===== src/hdl/clk_src_regs.svh =====
// Register offsets, field positions, reset values and timing counts of the clock source control block
`ifndef CLK_SRC_REGS_SVH
`define CLK_SRC_REGS_SVH

// Byte offsets on the register port
`define REG_IE_CLEAR 8'h00
`define REG_IE_SET 8'h04
`define REG_INT_FLAG 8'h08
`define REG_OSC_CTRL 8'h20
`define REG_FLL_CTRL 8'h24
`define REG_FLL_VALUE 8'h28
`define REG_FLL_MUL 8'h2C
`define REG_PLL_CTRL 8'h30
`define REG_PLL_RATIO 8'h34
`define REG_PLL_STATUS 8'h38

// Interrupt enable and flag bit positions
`define BIT_LOCK_TIMEOUT 17
`define BIT_LOCK_FALL 16
`define BIT_LOCK_RISE 15
`define BIT_SUPPLY_SYNC 11
`define IE_MASK 32'h00038800

// Oscillator control fields
`define OSC_ENABLE_BIT 1
`define OSC_RUN_IN_SLEEP_BIT 6
`define OSC_ON_REQUEST_BIT 7
`define OSC_CTRL_RESET 32'h00000080

// Loop control fields
`define FLL_ENABLE_BIT 1
`define FLL_MODE_BIT 2
`define FLL_CTRL_RESET 16'h0080

// PLL control and ratio fields
`define PLL_ENABLE_BIT 1
`define PLL_REF_LSB 4
`define PLL_FRAC_LSB 16

// Timing: figures in their own unit, cycle counts derived at 50 ns per cycle
`define CLK_PERIOD_NS 50
`define PLL_LOCK_NS 10000
`define PLL_TIMEOUT_NS 100000
`define OSC_SETTLE_NS 1000
`define FLL_REF_NS 10000
`define PLL_LOCK_CYC ((`PLL_LOCK_NS + `CLK_PERIOD_NS - 1) / `CLK_PERIOD_NS)
`define PLL_TIMEOUT_CYC (`PLL_TIMEOUT_NS / `CLK_PERIOD_NS)
`define OSC_SETTLE_CYC ((`OSC_SETTLE_NS + `CLK_PERIOD_NS - 1) / `CLK_PERIOD_NS)
`define FLL_REF_CYC (`FLL_REF_NS / `CLK_PERIOD_NS)

// Error at or above which the loop corrects with the coarse value
`define FLL_COARSE_THRESH 16'h0100

`endif


===== src/hdl/clk_src_pkg.sv =====
// Types shared by the clock source control block and its bench
`default_nettype none
package clk_src_pkg;

    // Oscillator enable handshake states
    typedef enum logic [1:0] {OSC_OFF, OSC_STARTING, OSC_ON, OSC_STOPPING} osc_state_e;

    // One register port request
    typedef struct packed {
        logic [7:0] addr;
        logic [31:0] wdata;
        logic wr;
        logic rd;
    } bus_req_s;

    // Whole state of the block
    typedef struct packed {
        logic [31:0] rdata;
        logic irq;
        logic [31:0] ie;
        logic [31:0] flags;
        logic pll_en;
        logic [1:0] pll_ref_sel;
        logic [11:0] pll_int;
        logic [3:0] pll_frac;
        logic pll_lock;
        logic [11:0] pll_cnt;
        logic pll_to_done;
        logic osc_en_cfg;
        logic osc_run_in_sleep;
        logic osc_on_request;
        osc_state_e osc_state;
        logic [7:0] osc_cnt;
        logic osc_run;
        logic [15:0] fll_ctrl;
        logic [5:0] coarse;
        logic [9:0] fine;
        logic [15:0] fll_count_difference;
        logic [31:0] fll_mul;
        logic [11:0] ref_cnt;
        logic [15:0] tick_cnt;
        logic req_s1;
        logic req_s2;
        logic ref_s1;
        logic ref_s2;
        logic sup_s1;
        logic sup_s2;
        logic sup_s3;
        logic tick_s1;
        logic tick_s2;
        logic tick_s3;
    } state_s;

endpackage
`default_nettype wire


===== src/hdl/system_clock_source_control.sv =====
// Clock source control: PLL lock tracking, internal oscillator handshake, frequency-locked loop, interrupt enables
//
// Summary of operation
// - PLL ratio writable while PLL runs
// - Ratio update clears lock, hardware relocks
// - Bit 17 one sets lock-timeout enable
// - Bit 16 one sets lock-fall enable
// - Bit 15 one sets lock-rise enable
// - Bit 11 one sets supply-sync-ready enable
// - Enabled set flag raises interrupt request
// - On-request mode runs oscillator only when requested
// - Otherwise enabled oscillator runs continuously
// - Run-in-sleep zero stops oscillator in standby
// - Run-in-sleep one follows on-request in standby
// - Enable bit reads settled on/off handshake state
// - Mode bit one selects closed loop
// - Closed loop reports target minus counted cycles
// - Calibration fields writable only in open loop
// - Coarse steps limited by coarse maximum step
// - Fine steps limited by fine maximum step
//
// Chosen here: the plain strobed port.
`include "clk_src_regs.svh"
`default_nettype none

module system_clock_source_control (
    input wire logic clk,
    input wire logic srst,
    input wire clk_src_pkg::bus_req_s bus_req,
    output logic [31:0] rdata,
    input wire logic osc_request,
    input wire logic standby,
    input wire logic pll_ref_ok,
    input wire logic supply_sync_done,
    input wire logic fll_out_tick,
    output logic irq,
    output logic osc_run,
    output logic pll_enable,
    output logic [1:0] pll_ref_sel,
    output logic [11:0] pll_int,
    output logic [3:0] pll_frac,
    output logic pll_lock,
    output logic fll_enable,
    output logic fll_closed_loop,
    output logic [5:0] fll_coarse,
    output logic [9:0] fll_fine
);

    localparam logic [11:0] PLL_LOCK_CYC = 12'(`PLL_LOCK_CYC);
    localparam logic [11:0] PLL_TIMEOUT_CYC = 12'(`PLL_TIMEOUT_CYC);
    localparam logic [7:0] OSC_SETTLE_CYC = 8'(`OSC_SETTLE_CYC);
    localparam logic [11:0] FLL_REF_CYC = 12'(`FLL_REF_CYC);

    clk_src_pkg::state_s cur_ff; // Registered state
    clk_src_pkg::state_s nxt_ff; // Next state

    logic wr_hit; // Write strobe alone; address compared at each use
    logic [31:0] wd; // Shorthand for write data
    logic [31:0] flag_set; // Hardware events this cycle
    logic [31:0] flag_clr; // Software clears this cycle

    logic osc_demand; // Oscillator wanted by mode and sleep state

    logic ratio_wr; // Ratio written while PLL enabled
    logic pll_start; // PLL goes from off to on

    logic fll_closed; // Loop enabled and in closed mode
    logic ref_tick; // One reference period has ended
    logic [15:0] new_fll_count_difference; // Target minus count at period end
    logic [15:0] mag; // Magnitude of the new difference
    logic [5:0] c_step; // Coarse step applied
    logic [9:0] f_step; // Fine step applied
    logic [6:0] c_sum; // Coarse value with carry for saturation
    logic [10:0] f_sum; // Fine value with carry for saturation

    // Outputs come straight from the state register
    assign rdata = cur_ff.rdata;
    assign irq = cur_ff.irq;
    assign osc_run = cur_ff.osc_run;
    assign pll_enable = cur_ff.pll_en;
    assign pll_ref_sel = cur_ff.pll_ref_sel;
    assign pll_int = cur_ff.pll_int;
    assign pll_frac = cur_ff.pll_frac;
    assign pll_lock = cur_ff.pll_lock;
    assign fll_enable = cur_ff.fll_ctrl[`FLL_ENABLE_BIT];
    assign fll_closed_loop = cur_ff.fll_ctrl[`FLL_MODE_BIT];
    assign fll_coarse = cur_ff.coarse;
    assign fll_fine = cur_ff.fine;

    // Next-state logic for the whole block
    always_comb begin
        nxt_ff = cur_ff;
        wd = bus_req.wdata;
        wr_hit = bus_req.wr;
        flag_set = 32'h00000000;
        flag_clr = 32'h00000000;

        // Two-stage synchronisers; edge detection looks only at the second stage onward
        nxt_ff.req_s1 = osc_request;
        nxt_ff.req_s2 = cur_ff.req_s1;
        nxt_ff.ref_s1 = pll_ref_ok;
        nxt_ff.ref_s2 = cur_ff.ref_s1;
        nxt_ff.sup_s1 = supply_sync_done;
        nxt_ff.sup_s2 = cur_ff.sup_s1;
        nxt_ff.sup_s3 = cur_ff.sup_s2;
        nxt_ff.tick_s1 = fll_out_tick;
        nxt_ff.tick_s2 = cur_ff.tick_s1;
        nxt_ff.tick_s3 = cur_ff.tick_s2;

        // Read data stands in the cycle after the read strobe only
        nxt_ff.rdata = 32'h00000000;
        if (bus_req.rd) begin
            case (bus_req.addr)
                `REG_IE_CLEAR, `REG_IE_SET: begin
                    nxt_ff.rdata = cur_ff.ie;
                end

                `REG_INT_FLAG: begin
                    nxt_ff.rdata = cur_ff.flags;
                end

                `REG_OSC_CTRL: begin
                    // Enable reads one only once on, and stays one while stopping
                    nxt_ff.rdata[`OSC_ENABLE_BIT] = (cur_ff.osc_state == clk_src_pkg::OSC_ON) ||
                        (cur_ff.osc_state == clk_src_pkg::OSC_STOPPING);
                    nxt_ff.rdata[`OSC_RUN_IN_SLEEP_BIT] = cur_ff.osc_run_in_sleep;
                    nxt_ff.rdata[`OSC_ON_REQUEST_BIT] = cur_ff.osc_on_request;
                end

                `REG_FLL_CTRL: begin
                    nxt_ff.rdata = {16'h0000, cur_ff.fll_ctrl};
                end

                `REG_FLL_VALUE: begin
                    nxt_ff.rdata = {cur_ff.fll_count_difference, cur_ff.coarse, cur_ff.fine};
                end

                `REG_FLL_MUL: begin
                    nxt_ff.rdata = cur_ff.fll_mul;
                end

                `REG_PLL_CTRL: begin
                    nxt_ff.rdata[`PLL_ENABLE_BIT] = cur_ff.pll_en;
                    nxt_ff.rdata[`PLL_REF_LSB +: 2] = cur_ff.pll_ref_sel;
                end

                `REG_PLL_RATIO: begin
                    nxt_ff.rdata[11:0] = cur_ff.pll_int;
                    nxt_ff.rdata[`PLL_FRAC_LSB +: 4] = cur_ff.pll_frac;
                end

                `REG_PLL_STATUS: begin
                    nxt_ff.rdata[0] = cur_ff.pll_lock;
                    nxt_ff.rdata[1] = cur_ff.pll_en;
                end

                default: begin
                    // Unmapped addresses read as zero
                    nxt_ff.rdata = 32'h00000000;
                end
            endcase
        end

        // Interrupt enables: writing one sets, zero leaves alone
        if (wr_hit && bus_req.addr == `REG_IE_SET) begin
            nxt_ff.ie = cur_ff.ie | (wd & `IE_MASK);
        end

        // Separate clear register so software can turn enables back off
        if (wr_hit && bus_req.addr == `REG_IE_CLEAR) begin
            nxt_ff.ie = cur_ff.ie & ~(wd & `IE_MASK);
        end

        if (wr_hit && bus_req.addr == `REG_INT_FLAG) begin
            flag_clr = wd & `IE_MASK;
        end

        // PLL control; reference changes are software's job to do while disabled
        pll_start = 1'b0;
        ratio_wr = 1'b0;
        if (wr_hit && bus_req.addr == `REG_PLL_CTRL) begin
            nxt_ff.pll_en = wd[`PLL_ENABLE_BIT];
            pll_start = wd[`PLL_ENABLE_BIT] && !cur_ff.pll_en;
            // Reference select is simply stored; switching while running is not guarded
            nxt_ff.pll_ref_sel = wd[`PLL_REF_LSB +: 2];
        end

        // Ratio accepted at any time, also while running
        if (wr_hit && bus_req.addr == `REG_PLL_RATIO) begin
            nxt_ff.pll_int = wd[11:0];
            nxt_ff.pll_frac = wd[`PLL_FRAC_LSB +: 4];
            ratio_wr = cur_ff.pll_en;
        end

        // PLL lock tracking
        if (!nxt_ff.pll_en || pll_start || ratio_wr) begin
            // Any restart drops lock and starts settling again
            nxt_ff.pll_lock = 1'b0;
            nxt_ff.pll_cnt = 12'h000;
            nxt_ff.pll_to_done = 1'b0;
        end else if (cur_ff.pll_lock) begin
            // Losing the reference drops lock
            if (!cur_ff.ref_s2) begin
                nxt_ff.pll_lock = 1'b0;
                nxt_ff.pll_cnt = 12'h000;
            end
        end else begin
            if (cur_ff.pll_cnt != PLL_TIMEOUT_CYC) begin
                nxt_ff.pll_cnt = cur_ff.pll_cnt + 12'h001;
            end
            // Hardware sets lock again once settled
            if (cur_ff.ref_s2 && cur_ff.pll_cnt >= PLL_LOCK_CYC) begin
                nxt_ff.pll_lock = 1'b1;
            end else if (cur_ff.pll_cnt == PLL_TIMEOUT_CYC && !cur_ff.pll_to_done) begin
                // Timeout reported once per attempt
                flag_set[`BIT_LOCK_TIMEOUT] = 1'b1;
                nxt_ff.pll_to_done = 1'b1;
            end
        end

        flag_set[`BIT_LOCK_RISE] = nxt_ff.pll_lock && !cur_ff.pll_lock;
        flag_set[`BIT_LOCK_FALL] = !nxt_ff.pll_lock && cur_ff.pll_lock;

        // Supply monitor synchronisation finished: rising edge of the synced input
        flag_set[`BIT_SUPPLY_SYNC] = cur_ff.sup_s2 && !cur_ff.sup_s3;

        // Flags: a set in the same cycle as a clear wins
        nxt_ff.flags = (cur_ff.flags & ~flag_clr) | flag_set;

        // Request whenever an enabled flag is set
        nxt_ff.irq = |(nxt_ff.flags & nxt_ff.ie);

        // Internal oscillator control register
        if (wr_hit && bus_req.addr == `REG_OSC_CTRL) begin
            nxt_ff.osc_en_cfg = wd[`OSC_ENABLE_BIT];
            nxt_ff.osc_run_in_sleep = wd[`OSC_RUN_IN_SLEEP_BIT];
            nxt_ff.osc_on_request = wd[`OSC_ON_REQUEST_BIT];
        end

        // Enable handshake; a toggle mid-transition waits for the settled state
        case (cur_ff.osc_state)
            clk_src_pkg::OSC_OFF: begin
                if (nxt_ff.osc_en_cfg) begin
                    nxt_ff.osc_state = clk_src_pkg::OSC_STARTING;
                    nxt_ff.osc_cnt = 8'h00;
                end
            end

            clk_src_pkg::OSC_STARTING: begin
                nxt_ff.osc_cnt = cur_ff.osc_cnt + 8'h01;
                if (cur_ff.osc_cnt == OSC_SETTLE_CYC - 8'h01) begin
                    nxt_ff.osc_state = clk_src_pkg::OSC_ON;
                end
            end

            clk_src_pkg::OSC_ON: begin
                if (!nxt_ff.osc_en_cfg) begin
                    nxt_ff.osc_state = clk_src_pkg::OSC_STOPPING;
                    nxt_ff.osc_cnt = 8'h00;
                end
            end

            clk_src_pkg::OSC_STOPPING: begin
                nxt_ff.osc_cnt = cur_ff.osc_cnt + 8'h01;
                if (cur_ff.osc_cnt == OSC_SETTLE_CYC - 8'h01) begin
                    nxt_ff.osc_state = clk_src_pkg::OSC_OFF;
                end
            end

            default: begin
                nxt_ff.osc_state = clk_src_pkg::OSC_OFF;
            end
        endcase

        // Whether the oscillator should run given mode and sleep state
        if (standby && !cur_ff.osc_run_in_sleep) begin
            osc_demand = 1'b0;
        end else if (cur_ff.osc_on_request) begin
            // On-request mode, awake or in standby with run-in-sleep
            osc_demand = cur_ff.req_s2;
        end else begin
            osc_demand = 1'b1;
        end

        nxt_ff.osc_run = osc_demand && (cur_ff.osc_state == clk_src_pkg::OSC_STARTING ||
            cur_ff.osc_state == clk_src_pkg::OSC_ON);

        // Loop control and multiplier registers
        if (wr_hit && bus_req.addr == `REG_FLL_CTRL) begin
            nxt_ff.fll_ctrl = wd[15:0];
        end

        if (wr_hit && bus_req.addr == `REG_FLL_MUL) begin
            nxt_ff.fll_mul = wd;
        end

        fll_closed = cur_ff.fll_ctrl[`FLL_ENABLE_BIT] && cur_ff.fll_ctrl[`FLL_MODE_BIT];

        // Calibration writable only in open loop; difference field is never written by software
        if (wr_hit && bus_req.addr == `REG_FLL_VALUE && !cur_ff.fll_ctrl[`FLL_MODE_BIT]) begin
            nxt_ff.coarse = wd[15:10];
            nxt_ff.fine = wd[9:0];
        end

        // Reference period from the clock divider; output ticks counted within it
        ref_tick = fll_closed && (cur_ff.ref_cnt == FLL_REF_CYC - 12'h001);
        new_fll_count_difference = cur_ff.fll_mul[15:0] - cur_ff.tick_cnt;
        mag = new_fll_count_difference[15] ? 16'(-new_fll_count_difference) : new_fll_count_difference;

        // Coarse step: error scaled down, at least one unless the limit is zero, at most the coarse limit
        c_step = (mag[15:8] > {2'b00, cur_ff.fll_mul[31:26]}) ? cur_ff.fll_mul[31:26] : mag[13:8];
        if (c_step == 6'h00) begin
            c_step = 6'h01;
        end
        if (c_step > cur_ff.fll_mul[31:26]) begin
            c_step = cur_ff.fll_mul[31:26];
        end

        // Fine step: the error itself, at most the fine limit
        f_step = (mag > {6'h00, cur_ff.fll_mul[25:16]}) ? cur_ff.fll_mul[25:16] : mag[9:0];

        c_sum = 7'h00;
        f_sum = 11'h000;
        if (!fll_closed) begin
            // Open loop: counters idle, difference keeps its last value
            nxt_ff.ref_cnt = 12'h000;
            nxt_ff.tick_cnt = 16'h0000;
        end else if (ref_tick) begin
            nxt_ff.ref_cnt = 12'h000;
            nxt_ff.tick_cnt = 16'h0000;
            nxt_ff.fll_count_difference = new_fll_count_difference;
            if (mag >= `FLL_COARSE_THRESH) begin
                // Large error: move coarse, saturating at both ends
                if (!new_fll_count_difference[15]) begin
                    c_sum = {1'b0, cur_ff.coarse} + {1'b0, c_step};
                    nxt_ff.coarse = c_sum[6] ? 6'h3F : c_sum[5:0];
                end else begin
                    c_sum = {1'b0, cur_ff.coarse} - {1'b0, c_step};
                    nxt_ff.coarse = c_sum[6] ? 6'h00 : c_sum[5:0];
                end
            end else begin
                // Small error: move fine, saturating at both ends
                if (!new_fll_count_difference[15]) begin
                    f_sum = {1'b0, cur_ff.fine} + {1'b0, f_step};
                    nxt_ff.fine = f_sum[10] ? 10'h3FF : f_sum[9:0];
                end else begin
                    f_sum = {1'b0, cur_ff.fine} - {1'b0, f_step};
                    nxt_ff.fine = f_sum[10] ? 10'h000 : f_sum[9:0];
                end
            end
        end else begin
            nxt_ff.ref_cnt = cur_ff.ref_cnt + 12'h001;
            // Count rising edges of the synchronised output tick, holding at the top
            if (cur_ff.tick_s2 && !cur_ff.tick_s3 && cur_ff.tick_cnt != 16'hFFFF) begin
                nxt_ff.tick_cnt = cur_ff.tick_cnt + 16'h0001;
            end
        end
    end

    // State register with synchronous reset
    always_ff @(posedge clk) begin
        if (srst) begin
            cur_ff <= '0;
            cur_ff.osc_state <= clk_src_pkg::OSC_OFF;
            cur_ff.osc_en_cfg <= 1'(`OSC_CTRL_RESET >> `OSC_ENABLE_BIT);
            cur_ff.osc_run_in_sleep <= 1'b0;
            cur_ff.osc_on_request <= 1'b1;
            cur_ff.fll_ctrl <= `FLL_CTRL_RESET;
        end else begin
            cur_ff <= nxt_ff;
        end
    end

endmodule
`default_nettype wire


===== config.mk =====
export PLATFORM = sky130hd
export DESIGN_NAME = system_clock_source_control
export DESIGN_NICKNAME = d
export VERILOG_FILES = /design/src/hdl/clk_src_pkg.sv /design/src/hdl/system_clock_source_control.sv
export VERILOG_INCLUDE_DIRS = /design/src /design/src/hdl
export SDC_FILE = /design/constraint.sdc
export NUM_CORES = 1
export LEC_CHECK = 0
export ABC_AREA = 1
export BUFFER_PORTS_ARGS = -buffer_cell sky130_fd_sc_hd__buf_2
export CORE_UTILIZATION = 67
export CTS_BUF_LIST = sky130_fd_sc_hd__clkbuf_8
export DETAILED_ROUTE_END_ITERATION = 10
export GPL_TIMING_DRIVEN = 0
export PLACE_DENSITY = 0.89
export SETUP_SLACK_MARGIN = 0.5
export SLEW_MARGIN = 20
export SYNTH_ARGS = -nofsm -noshare
export SYNTH_HDL_FRONTEND = slang
export SYNTH_SLANG_ARGS = --single-unit

===== constraint.sdc =====
create_clock -name clk -period 11.1 [get_ports clk]
set_clock_uncertainty 0.1 [all_clocks]
set_input_delay 0 -clock clk [delete_from_list [all_inputs] [get_ports clk]]
set_output_delay 0 -clock clk [all_outputs]
set_load 0.01 [all_outputs]

* Word level (Yosys, flattened, before mapping)
Cells that the tools add are included.
** Cells by class
- $add $sub $neg :: 10
- Magnitude comparators :: 5
- Equal/unequal tests :: 22
- Multiplexer cells :: 51
- Bitwise gates (word level) :: 11
- Reductions and logical operators :: 50
** Operators by type and width (count)
- $mux W32 :: 4
- $and A32 B32 Y32 :: 3
- $mux W10 :: 7
- $or A32 B18 Y32 :: 2
- $eq A8 B6 Y1 const B :: 7
- $pmux W12 S4 :: 1
- $mux W6 :: 7
- $pmux W10 S4 :: 1
- $pmux W4 S5 :: 2
- $mux W16 :: 2
- $not A18 Y32 :: 1
- $not A32 Y32 :: 1
- $reduce_or A32 Y1 :: 1
- $pmux W2 S7 :: 2
- $mux W13 :: 2
- $add A12 B1 Y12 const B :: 2
- $pmux W4 S6 :: 1
- $logic_and A1 B1 Y1 :: 22
- $mux W18 :: 1
- $add A16 B1 Y16 const B :: 1
- $ge A16 B9 Y1 const B :: 1
- $gt A16 B10 Y1 :: 1
- $ne A16 B16 Y1 const B :: 1
- $neg A16 Y16 :: 1
- other kinds (39) :: 75
** Storage, ports and cells
- Bits in registers :: 262
- Output and inout port bits :: 72
- Logic and storage cells :: 183

* Logic depth before layout (Yosys ltp)
- Depth in word-level cells :: 15
- Gate-level depth with buffers :: 57
- Gate-level depth less buffers :: 56

* Least setup slack after synthesis
Ideal clock, no wire load.
- Path type :: register to register
- Start point :: register cur_ff[38] (netlist bit)
- End point :: register cur_ff, in the netlist fll_coarse[5]
- Arrival :: 6614 ps
- Data required time :: 10930 ps
- Path slack :: 4315 ps
- Stages on the path, launching flop included :: 52
- Path buffers :: 1
- Period minus slack after synthesis :: 6785 ps
- Cell sequence :: dfxtp_1 > inv_1 > ha_1 > inv_1 > fa_1 > inv_1 > ha_1 > inv_1 > nor2_1 > nand3_1 > nor2_1 > nand2_1 > nor2_2 > nand2_2 > nand2_1 > nand2_1 > nand2_1 > inv_1 > (+16 left out) > nand2_1 > clkbuf_1 > o21ai_0 > inv_1 > fa_1 > o31ai_1 > inv_1 > nor2_1 > nor2_1 > nor2_1 > nor2_1 > inv_1 > o21ai_0 > a21oi_1 > nor2_1 > a31oi_1 > nand3_1 > a21oi_1
** Between the ends
- Longest elaborated chain between the ends :: 15
- Elaborated cells between the ends (all ways) :: 18
- Classes of those cells :: add/sub (4); order compare (3); mux (10); reduce/logical (1)
** RTL lines
- start, declared :: line system_clock_source_control.sv:54 : clk_src_pkg::state_s cur_ff;
- start signal, assigned :: line system_clock_source_control.sv:370 : cur_ff <= nxt_ff;
- $sub A16 B16 Y16 * :: line system_clock_source_control.sv:307 : new_fll_count_difference = cur_ff.fll_mul[15:0] - cur_ff.tick_cnt;
- named net new_fll_count_difference[1] :: line system_clock_source_control.sv:69 : logic [15:0] new_fll_count_difference;
- $neg A16 Y16 :: line system_clock_source_control.sv:308 : mag = new_fll_count_difference[15] ? 16'(-new_fll_count_difference) : new_fll_count_difference;
- $mux W16 * :: line system_clock_source_control.sv:308
- $gt A8 B6 Y1 :: line system_clock_source_control.sv:311 : c_step = (mag[15:8] > {2'b00, cur_ff.fll_mul[31:26]}) ? cur_ff.fll_mul[31:26] : mag[13:8];
- $mux W6 :: line system_clock_source_control.sv:311
- $logic_not A6 Y1 :: line system_clock_source_control.sv:312 : if (c_step == 6'h00) begin
- $mux W6 :: line system_clock_source_control.sv:312
- $gt A6 B6 Y1 :: line system_clock_source_control.sv:315 : if (c_step > cur_ff.fll_mul[31:26]) begin
- $mux W6 :: line system_clock_source_control.sv:315
- $add A6 B6 Y7 / $sub A6 B6 Y7 (equally long branches) :: line system_clock_source_control.sv:335, system_clock_source_control.sv:338
- $mux W6, on equally long branches :: line system_clock_source_control.sv:336, system_clock_source_control.sv:339
- $mux W6 :: line system_clock_source_control.sv:334 : if (!new_fll_count_difference[15]) begin
- $mux W6 * :: line system_clock_source_control.sv:332 : if (mag >= `FLL_COARSE_THRESH) begin
- $mux W32 * :: line system_clock_source_control.sv:328 : end else if (ref_tick) begin
- $mux W32 * :: line system_clock_source_control.sv:324 : if (!fll_closed) begin
Mark *: on every way through the listed nets, which the timed path passes. The rest lies on a longest branch.
A chain may end at the register's enable or synchronous reset.

* Final worst setup path
Ends and elaborated chain as after synthesis.

==> metrics <==
Simple-Gate Fraction of Synth Area=0.245; number of library cell types mapped by synthesis=57; final core utilization=0.801; Seq cells post-synth=206; die area=19,900 µm²; CTS tree=built; maximum clock frequency=0.121 GHz; final worst slack=2.81 ns; Clock Latency Late Sink=0.55 ns; Sw Share=0.301; Setup TNS=0 ns; area of the multi-input gates=6970 µm²; CP top delay family=compound AO/OA/AOI/OAI gates; Die Y=141 µm; post-synth design cell area=13,000 µm²; Pre-antenna DRT Iters=6; wire length per cell=17.4 µm; Reg power frac=0.433; xor and xnor area share after synthesis=0.0224; post-synthesis adder-cell area fraction=0.0848; RSZ-0062 raised after global routing=no; CTS sink cnt=206; post-DP HPWL=30,000 µm; final std cells w/o fill=2,404; Pleak=7.19 nW; FILL cells=1,345; Reg area=4120 µm²; WL met1=15,900 µm; max layer used=met4; mux share of post-synthesis cell area=0.00231; WHS=0.0510 ns; Syn-to-layout area delta=16.2%; pre-CTS setup slack=2.96 ns; Net Switching=0.526 mW; most common cell type on the critical path=inv_1; DRT iter0 DRCs=1,471; Final ANT Viol Nets=0; Slew Viols, Final=0; via count=14,000; pin slew with the least headroom to its limit=0.982 ns; vias in the first global route=13,200; Clk pwr share=0.391; fin crit share=0.747; Power Density=116 nW/µm²; final setup vio count=0; DRC Markers=0; kind of critical path=reg -> reg; GRT Total Usage=0.418; leading cell types in the layout, fill and taps excluded=nand2_1 (347), inv_1 (293), dfxtp_1 (206); WP buf/inv=11; share of layout cells above drive strength 1=0.144; number of synthesized flops with an enable pin=0; area fraction of the dominant cell type after synthesis=0.318; CP endpoint kind=register; CTS resizes=0; chip width=141 µm; Pint=1.22 mW; total gr overflow=0; Yosys warning count=0; Max transition margin=0.338; Slowest cell on crit path=o21ai_0; crit path DAT=8.66 ns; Clock Root Buffer=clkbuf_8; Gate power share=0.176; Tightest Hold Check Type=in -> reg; peak supply drop=0.000128 V; core area=18,800 µm²; post-synthesis sequential area ratio=0.318; first-pass GRT wire length=65,500 µm; Final Hold Vio Count=0; CTS Buffer Depth=3; crit-path max FO=10; post-DR vias/cell=5.81; critical path data required time=11.47 ns; NumNets Final=2,256; Placed Cells=2,296; leading cell type in the layout, fill and taps excluded=nand2_1; Worst-path clk slew=0.07 ns; main flop type after synthesis=dfxtp_1; Cell Rows=50; maximum number of pins on one net before global-route repair=11; Critical Path Max Stage Delay=0.57 ns; ys async rst share=0; total length of routed met3 wires=4250 µm; Ports=121; area leader, netlist=dfxtp_1; port buffer count=120; main combinational cell family by area after synthesis=simple AND/OR/NAND/NOR gates; Net Count, Synth=2,050; Syn Area/Cell=6.78 µm²; top area cells in the synthesized netlist=dfxtp_1 (32%), nand2_1 (10%), inv_1 (8.2%); Startpoint Class=register; Post-Route WL=41,800 µm; met2 wire len=19,200 µm; global placer's final weighted congestion=0.977; Synth Area in Compound Gates=0.182; status=complete, no violations; cell count after synthesis=1,916; # diodes=0; Max-Cap Viols=0; initial core utilization=0.690; initial antenna violation count=0; CTS Buf Count=35; minimum clock period=8.29 ns; H-tree depth=2
[cells by family (layout without fill, tap and decap cells)]
| logic type | Yosys count | in the layout |
|---|---|---|
| buffers and inverters | 430 | 658 |
| muxes | 3 | 3 |
| AOI/OAI and AO/OA | 420 | 420 |
| DFF | 206 | 206 |
| adders and majority gates | 85 | 85 |
| and+or+nand+nor | 741 | 741 |
| xor gates and xnor gates | 31 | 31 |
[cell usage after synthesis, types with 5 or more instances]
| master | count |
|---|---|
| nand2_1 | 347 |
| inv_1 | 285 |
| dfxtp_1 | 206 |
| nor2_1 | 196 |
| a21oi_1 | 164 |
| o21ai_0 | 149 |
| nand3_1 | 89 |
| ha_1 | 80 |
| buf_4 | 67 |
| clkbuf_1 | 46 |
| nand4_1 | 30 |
| nor3_1 | 27 |
| xor2_1 | 26 |
| inv_2 | 20 |
| o22ai_1 | 20 |
| o31ai_1 | 14 |
| a31oi_1 | 12 |
| nand2_2 | 12 |
| o211ai_1 | 12 |
| o21ai_2 | 9 |
| nor4_1 | 8 |
| a211oi_1 | 6 |
| a221oi_1 | 6 |
| nor2_2 | 6 |
| a21boi_1 | 5 |
| fa_1 | 5 |
| nand3b_1 | 5 |
| o21bai_1 | 5 |
| or2_2 | 5 |
[final timing paths]
kind	start	endpoint	slack [ns]	depth (start not counted)
worst max-delay path	cur_ff[38]	fll_coarse[5]	2.81	51
worst min-delay path	bus_req[37]	rdata[15]	0.05	7
worst max register to register	cur_ff[38]	fll_coarse[5]	2.81	51
worst min register to register	cur_ff[2]	cur_ff[1]	0.31	2
[power groups by stage]
stage | Clock [mW] | Combinational (mW) | Sequential [mW]
after global routing | 0.710 | 0.345 | 0.757
final | 0.684 | 0.307 | 0.757
after global placement | 0 | 0.279 | 0.772
after detailed placement | 0 | 0.283 | 0.772
after floorplan | 0 | 0.207 | 0.770
after CTS | 0.676 | 0.298 | 0.756
[metrics by stage]
stage	power [mW]	cell area, µm²
final	1.75	15100
after detailed placement	1.06	13900
after CTS	1.73	15100
after floorplan	0.977	13000
after global routing	1.81	15100
after global placement	1.05	13900
[layout make-up]
class / count / area share
Sequential cell: 206 / 0.273
Buffer: 123 / 0.0490
Multi-Input combinational cell: 1280 / 0.462
Inverter: 307 / 0.0764
Clock buffer: 41 / 0.0374
Clock inverter: 18 / 0.00829
Tap cell: 260 / 0.0216
Timing Repair Buffer: 169 / 0.0723
[state kept, by name, summed over array words and instances, names as in the netlist]
register / count
cur_ff: 134
fll_closed_loop: 1
fll_coarse: 6
fll_enable: 1
fll_fine: 10
irq: 1
osc_run: 1
pll_enable: 1
pll_frac: 4
pll_int: 12
pll_lock: 1
pll_ref_sel: 2
rdata: 32
[layer usage]
| metal | up-vias | track usage |
|---|---|---|
| li1 | 6604 | - |
| met1 | 6238 | 0.513 |
| met2 | 919 | 0.696 |
| met3 | 212 | 0.0700 |
| met4 | 0 | 0.238 |
| met5 | - | 0 |
[worst min-delay path: stages]
cell and delay [ns]:
buf_2 0.11, nand2_1 0.09, nor2_1 0.04, inv_1 0.09, nor2_1 0.12, nand2_1 0.08
a31oi_1 0.10
[what timing repair did]
| item | 4_1_cts | 5_1_grt |
|---|---|---|
| hold endpoints to repair | 114 | 0 |
| hold buffers | 49 | 0 |
| setup buffers | 0 | 0 |
(Power assumes the default switching activity.)
